--- src/sba_pkg.sv ---
// sba_pkg: constants for the sensor bus attention and node number logic.
// assumes a single 200 MHz system clock and synchronous active-low reset.
package sba_pkg;
  localparam int unsigned SBA_NODE_W = 3;
  localparam int unsigned SBA_REG_W = 8;
  localparam logic [5:0] SBA_OFS_NODE_NUMBER = 6'h00;
  localparam logic [7:0] SBA_NODE_RESET = 8'h00;
  localparam int unsigned SBA_NODE_LSB = 0;
  localparam logic [SBA_NODE_W-1:0] SBA_NODE_STRAP_LO = 3'h1;
  localparam logic [SBA_NODE_W-1:0] SBA_NODE_STRAP_HI = 3'h2;
  localparam logic [SBA_NODE_W-1:0] SBA_NODE_NONE = 3'h0;

  typedef enum logic [1:0] {
    SBA_ST_RESET = 2'b00,
    SBA_ST_RUN = 2'b01
  } sba_state_e;

  typedef struct packed {
    logic [1:0] strap_sync;
    logic [1:0] idle_sync;
    sba_state_e state;
    logic [SBA_REG_W-1:0] node_reg;
    logic err_flag;
    logic err_pend;
    logic fn_pend;
    logic suppress;
    logic atn;
  } sba_core_s;

  typedef struct packed {
    logic [1:0] sync;
    logic prev;
  } sba_sync_s;
endpackage : sba_pkg

--- src/sba_attention.sv ---
// sba_attention: attention request decision, bus error flag and node number.
// assumes the bit-level engine reports events as single-cycle pulses on
// CLK_SYS, and that idle and strap levels arrive from outside the domain.
//
// Summary of operation
// - bus error requests attention at next idle unless a bus reset comes first
// - all parties keep watching line for attention
// - no event attention until status read or bus reset
// - bus error attention ignores status-read suppression
// - attention carries no sender identity
// - node number comes from strap pin
// - strap number loaded when leaving reset
// - event attention needs flag, idle, quiet bus
// - nack sets bus error flag, drops effects
`timescale 1ns/1ps
`default_nettype none
module sba_attention
  import sba_pkg::*;
(
  input wire logic CLK_SYS,
  input wire logic NRST,
  input wire logic BUS_IDLE,
  input wire logic BUS_LINE,
  input wire logic ADDR_STRAP,
  input wire logic BUS_RESET,
  input wire logic XFER_NACK,
  input wire logic FN_EVENT,
  input wire logic ATN_ENABLE,
  input wire logic STATUS_READ,
  input wire logic REG_READ,
  input wire logic [5:0] REG_ADDR,
  input wire logic [SBA_NODE_W-1:0] REQ_NODE,
  output logic [SBA_REG_W-1:0] REG_RDATA,
  output logic REG_HIT,
  output logic XFER_DISCARD,
  output logic ATN_REQ,
  output logic [SBA_NODE_W-1:0] NODE_NUMBER,
  output logic BUS_ERROR_FLAG
);
  sba_core_s st_ff;
  sba_core_s nxt_st;
  logic line_sync;
  logic line_fall;
  logic idle;
  logic foreign_atn;

  //////////////////////////////////////////////////////////////////////////
  sba_watch u_watch (
    .clk_sys(CLK_SYS),
    .nrst(NRST),
    .line_in(BUS_LINE),
    .line_sync(line_sync),
    .line_fall(line_fall)
  );

  function automatic logic [SBA_NODE_W-1:0] strap_to_node(input logic s);
    strap_to_node = s ? SBA_NODE_STRAP_HI : SBA_NODE_STRAP_LO;
  endfunction : strap_to_node

  assign idle = st_ff.idle_sync[1];
  // a fall on an idle line not ours is another slave's request
  assign foreign_atn = idle & line_fall & ~st_ff.atn;

  //////////////////////////////////////////////////////////////////////////
  always_comb begin
    nxt_st = st_ff;
    nxt_st.strap_sync = {st_ff.strap_sync[0], ADDR_STRAP};
    nxt_st.idle_sync = {st_ff.idle_sync[0], BUS_IDLE};
    nxt_st.atn = 1'b0;
    case (st_ff.state)
      SBA_ST_RESET: begin
        // strap taken after release, once synchronised
        nxt_st.node_reg = SBA_NODE_RESET;
        nxt_st.node_reg[SBA_NODE_LSB +: SBA_NODE_W] =
          strap_to_node(st_ff.strap_sync[1]);
        nxt_st.state = SBA_ST_RUN;
      end
      SBA_ST_RUN: begin
        if (FN_EVENT && ATN_ENABLE) begin
          nxt_st.fn_pend = 1'b1;
        end
        if (XFER_NACK) begin
          nxt_st.err_flag = 1'b1;
          nxt_st.err_pend = 1'b1;
        end
        if (STATUS_READ || BUS_RESET) begin
          nxt_st.suppress = 1'b0;
        end
        if (STATUS_READ && !XFER_NACK) begin
          nxt_st.err_flag = 1'b0;
        end
        if (BUS_RESET && !XFER_NACK) begin
          nxt_st.err_pend = 1'b0;
        end
        if (foreign_atn) begin
          // someone else alerted the master; its scan will find ours
          nxt_st.suppress = 1'b1;
        end
        if (idle && !BUS_RESET) begin
          if (st_ff.err_pend) begin
            // error path bypasses suppression to avoid deadlock
            nxt_st.atn = 1'b1;
            nxt_st.err_pend = XFER_NACK;
            if (st_ff.fn_pend && !st_ff.suppress) begin
              nxt_st.fn_pend = 1'b0;
              nxt_st.suppress = 1'b1;
            end
          end else if (st_ff.fn_pend && !st_ff.suppress &&
                       !foreign_atn) begin
            nxt_st.atn = 1'b1;
            nxt_st.fn_pend = 1'b0;
            nxt_st.suppress = 1'b1;
          end
        end
      end
      default: begin
        nxt_st.state = SBA_ST_RESET;
      end
    endcase
    if (!NRST) begin
      // strap keeps shifting during reset so the load sees a settled level
      nxt_st.idle_sync = 2'b00;
      nxt_st.state = SBA_ST_RESET;
      nxt_st.node_reg = SBA_NODE_RESET;
      nxt_st.err_flag = 1'b0;
      nxt_st.err_pend = 1'b0;
      nxt_st.fn_pend = 1'b0;
      nxt_st.suppress = 1'b0;
      nxt_st.atn = 1'b0;
    end
  end

  always_ff @(posedge CLK_SYS) begin
    st_ff <= nxt_st;
  end

  //////////////////////////////////////////////////////////////////////////
  // answer only at our own node; other addresses stay silent so the
  // master reads 00 there
  assign REG_HIT = REG_READ && (REG_ADDR == SBA_OFS_NODE_NUMBER) &&
                   (REQ_NODE != SBA_NODE_NONE) &&
                   (REQ_NODE == st_ff.node_reg[SBA_NODE_LSB +: SBA_NODE_W]);
  assign REG_RDATA = REG_HIT ? st_ff.node_reg : SBA_NODE_RESET;
  assign XFER_DISCARD = XFER_NACK;
  assign ATN_REQ = st_ff.atn;
  assign NODE_NUMBER = st_ff.node_reg[SBA_NODE_LSB +: SBA_NODE_W];
  assign BUS_ERROR_FLAG = st_ff.err_flag;
endmodule : sba_attention
`default_nettype wire

--- src/sba_watch.sv ---
// sba_watch: two-flop synchroniser of the bus line with edge report.
// assumes the line level arrives asynchronously from the pin.
`timescale 1ns/1ps
`default_nettype none
module sba_watch
  import sba_pkg::*;
(
  input wire logic clk_sys,
  input wire logic nrst,
  input wire logic line_in,
  output logic line_sync,
  output logic line_fall
);
  sba_sync_s st_ff;
  sba_sync_s nxt_st;

  always_comb begin
    nxt_st = st_ff;
    nxt_st.sync = {st_ff.sync[0], line_in};
    nxt_st.prev = st_ff.sync[1];
    if (!nrst) begin
      nxt_st = '{sync: 2'b11, prev: 1'b1};
    end
  end

  always_ff @(posedge clk_sys) begin
    st_ff <= nxt_st;
  end

  assign line_sync = st_ff.sync[1];
  // only the second flop feeds the edge detector
  assign line_fall = st_ff.prev & ~st_ff.sync[1];
endmodule : sba_watch
`default_nettype wire

--- config.mk ---
export PLATFORM = sky130hd
export DESIGN_NAME = sba_attention
export DESIGN_NICKNAME = d
export VERILOG_FILES = /design/src/sba_pkg.sv /design/src/sba_attention.sv /design/src/sba_watch.sv
export SDC_FILE = /design/constraint.sdc
export NUM_CORES = 1
export LEC_CHECK = 0
export BUFFER_PORTS_ARGS = -buffer_cell sky130_fd_sc_hd__clkbuf_2
export CAP_MARGIN = 20
export CORE_MARGIN = 8
export CORE_UTILIZATION = 44
export CTS_BUF_LIST = sky130_fd_sc_hd__clkbuf_2
export DETAILED_ROUTE_END_ITERATION = 16
export PLACE_DENSITY = 0.78
export SLEW_MARGIN = 10
export SYNTH_ARGS = -nofsm -noshare
export SYNTH_HDL_FRONTEND = slang
export SYNTH_SLANG_ARGS = --single-unit
--- constraint.sdc ---
create_clock -name CLK_SYS -period 1.3 [get_ports CLK_SYS]
set_input_delay 0.26 -clock CLK_SYS [delete_from_list [all_inputs] [get_ports CLK_SYS]]
set_output_delay 0.26 -clock CLK_SYS [all_outputs]
set_load 0.02 [all_outputs]
==> metrics.csv <==
stage;metric;value;unit
global_route;first-pass GRT wire length;1.91;mm
place;placed instance area;774;sq um
finish;number of inserted diodes;0;
logic_synthesis;portion of the post-synthesis area used by sequential elements;0.465;
setup_path;sequence of cells on the critical path;nand2_1 -> or3_1 -> a21oi_2 -> clkbuf_8;
sta;final worst clock skew;0.0116;ns
pwr;part of the total power dissipated in combinational logic;0.151;
logic_synthesis;Yosys Warn Count;0;
place;sum of net half-perimeters after detailed placement;1.08;mm
logic_synthesis;main flop type after synthesis;sky130_fd_sc_hd__dfxtp_1;
clock_network;clock buffers created by TritonCTS;3;
logic_synthesis;largest cells by area after synthesis;sky130_fd_sc_hd__dfxtp_1, sky130_fd_sc_hd__buf_4, sky130_fd_sc_hd__a21boi_0, sky130_fd_sc_hd__nand2_1, sky130_fd_sc_hd__nand2b_1;
logic_synthesis;asr flop ratio synth;0;
setup_path;depth of the worst register-to-register path;3;
setup_path;CP Launch Type;register;
pwr;switching share of total power;0.254;
finish;final net count;118;
logic_synthesis;synthesis-stage register bit count;15;
pwr;largest voltage drop on the vdd net;0.688;mV
setup_path;signal arrival time at the worst endpoint;1.29;ns
pwr;power share of the sequential group;0.593;
global_route;overflow left after global routing;0;
pwr;cell internal pwr;621;uW
sta;worst slack on hold paths;0.0920;ns
logic_synthesis;gate count of the mapped netlist;69;
global_route;antenna violations before repair;0;
sta;unrepaired setup endpoints after global routing;true;
clock_network;later-pin clock latency in the skew report;0.27;ns
routing;ANT nets after route;0;
logic_synthesis;mean post-synth cell area;9.36;sq um
sta;final setup violating endpoints;3;
logic_synthesis;fraction of post-synthesis cell area in the top cell type by area;0.465;
run;MaxCap Viol Count;0;
pwr;Leak Pwr;0.387;nW
clock_network;hold-fix buffers at CTS;0;
clock_network;level count of the clock H-tree;1;
setup_path;worst setup path class;reg -> out;
setup_path;highest cell delay on the worst timing path;0.36;ns
finish;post-route cell area;822;sq um
setup_path;Req. time, crit path;1.04;ns
run_status;violations in the final reports;setup timing;
finish;layout overhead on the synthesized area;27.3;%
global_route;total track usage;0.0902;
floorplan;effective utilization at floorplan;0.449;
setup_path;Slowest-stage cell, CP;sky130_fd_sc_hd__dfxtp_2;
logic_synthesis;number of different library cells in the post-synthesis netlist;27;
clock_network;clock root buffer;sky130_fd_sc_hd__clkbuf_2;
sta;fmax;0.647;GHz
clock_network;clock tree sinks;15;
routing;remaining design rule violation count;0;
finish;fraction of layout instances using a drive strength above 1;0.433;
setup_path;endpoint class of the critical path;output pin;
routing;first drt pass iteration count;4;
routing;DRT Wirelength;1.29;mm
sta;hold violation count in the final report;0;
setup_path;r2r startpoint;st_ff[2];
hold_path;worst hold path class;in -> reg;
routing;number of vias in the routed layout;529;
pwr;Pwr Density;1010;nW/um^2
place;Port-buffer cells;27;
setup_path;critical path fanouts, max;3;
routing;average wire per standard cell;11.4;um
setup_path;endpoint of the most critical register-to-register path;st_ff[2];
sta;ratio of final minimum period to clock period;1.19;
finish;final standard cell utilization of the core;0.572;
sta;Final Critical Period;1.55;ns
place;gp weighted congestion;0.752;
place;cell total after placement;109;
clock_network;maximum buffer depth of the clock tree;2;
clock_network;clock tree from TritonCTS;built;
hold_path;worst hold path depth;1;
logic_synthesis;post-synth top area cell;sky130_fd_sc_hd__dfxtp_1;
floorplan;I/O pins;35;
floorplan;Die X-Extent;54.3;um
finish;fillers;129;
global_route;vias in the first global route;507;
routing;ratio of routed vias to standard cells;4.68;
floorplan;Rows;14;
pwr;proportion of power drawn by the clock network;0.256;
floorplan;die height;54.3;um
setup_path;worst reg-to-reg setup slack;0.30;ns
clock_network;Clock Pin Slew Worst Setup and Hold Paths;0.12;ns
place;pre-CTS setup slack;-0.114;ns
floorplan;placeable core region;1440;sq um
hold_path;destination of the worst hold path;nxt_st[18];
sta;final setup margin;-0.246;ns
logic_synthesis;cell area after technology mapping;646;sq um
finish;post-route insts no fill;113;
run_status;run status;finished, violations left;
hold_path;startpoint of the most critical hold path;ADDR_STRAP;
routing;Iteration-0 DRC Markers;7;
global_route;largest net degree at the start of global routing;14;
sta;number of pins with negative max-slew slack in the final report;0;
floorplan;Die ar.;2950;sq um
logic_synthesis;EDFF count, synth;0;
pwr;net switching component of the power;211;uW
[stage by stage]
stage          TNS, ns  power [mW]
2_1_floorplan        0       0.594
3_3_place_gp   -0.0659       0.622
3_5_place_dp    -0.195       0.624
4_1_cts         -0.640       0.842
5_1_grt         -0.872       0.878
6_report        -0.539       0.832
[state kept, by name, summed over array words and instances, names as in the netlist]
name / count
u_watch.st_ff: 2
nxt_st: 1
u_watch.line_sync: 1
idle: 1
ATN_REQ: 1
st_ff: 6
NODE_NUMBER: 2
BUS_ERROR_FLAG: 1
[repair_timing]
action	in CTS	in global routing
resized for setup	7	2
pin swaps	4	0
cloned	0	0
setup buffers	0	0
endpoints found under the setup margin	3	3
[critical path, delay by kind of cell (launching register included)]
family | cells | cell delay (ns)
AO/OA/AOI/OAI | 1 | 0.14
flip-flops | 1 | 0.36
AND/OR/NAND/NOR | 2 | 0.38
buffers and inverters | 1 | 0.16
[cells in the mapped netlist (all sizes together), types with 2 or more instances]
| library cell | n |
|---|---|
| o21ai | 3 |
| a21boi | 3 |
| clkbuf | 2 |
| nor2b | 2 |
| nand2b | 3 |
| nand4b | 2 |
| buf | 11 |
| a21oi | 3 |
| nand2 | 6 |
| nor2 | 3 |
| dfxtp | 15 |
| and2 | 2 |
[routing by layer]
metal / vias to the layer above / wire length, um / global-route usage / part of all wire
met5: - / 0 / 0 / 0
met1: 234 / 453 / 0.0845 / 0.35
li1: 270 / - / - / -
met4: 0 / 31 / 0.0697 / 0.024
met2: 20 / 691 / 0.155 / 0.54
met3: 5 / 115 / 0.0353 / 0.089
[kinds of logic after synthesis]
family	count (synthesis)	share of synthesized area
muxes	1	0.0155
xor gates and xnor gates	2	0.0271
DFF	15	0.465
and+or+nand+nor	25	0.233
other	1	0.00581
AOI/OAI and AO/OA	11	0.112
buffers and inverters	14	0.141
[cells in the final DEF, fill, tap and decap left out, types with 2 or more instances in the layout]
cell type                  count
sky130_fd_sc_hd__a21boi_0      3
sky130_fd_sc_hd__a21oi_1       2
sky130_fd_sc_hd__and2_1        2
sky130_fd_sc_hd__buf_4         6
sky130_fd_sc_hd__clkbuf_2     28
sky130_fd_sc_hd__conb_1        7
sky130_fd_sc_hd__dfxtp_1      14
sky130_fd_sc_hd__nand2_1       6
sky130_fd_sc_hd__nand2b_1      3
sky130_fd_sc_hd__nand4b_1      2
sky130_fd_sc_hd__nor2_1        3
sky130_fd_sc_hd__nor2b_1       2
sky130_fd_sc_hd__o21ai_0       3
[power groups by stage]
| stage | clock network (mW) | registers [mW] | logic (mW) |
|---|---|---|---|
| final | 0.213 | 0.494 | 0.125 |
| after global routing | 0.243 | 0.497 | 0.139 |
| after CTS | 0.223 | 0.494 | 0.126 |
| after detailed placement | 0 | 0.504 | 0.120 |
| after global placement | 0 | 0.503 | 0.118 |
| after floorplan | 0 | 0.503 | 0.0913 |
[worst max path at each step]
stage / from / to / cells past startpoint
final: NODE_NUMBER[1] / REG_HIT / 4
after global routing: NODE_NUMBER[1] / REG_HIT / 4
after CTS: NODE_NUMBER[1] / REG_HIT / 4
after detailed placement: REG_ADDR[5] / REG_RDATA[1] / 5
after global placement: REG_ADDR[1] / REG_RDATA[1] / 5
after floorplan: NODE_NUMBER[1] / REG_HIT / 3
[final cells by class]
type,instances,area (sq um),area share
clock buffers,4,20.0,0.0244
inverters,1,3.75,0.00457
multi-input cells,46,298,0.362
flip-flops and latches,15,302,0.367
well taps,16,20.0,0.0244
repair buffers,31,179,0.218
No activity file was read; power rests on OpenSTA's default activity.
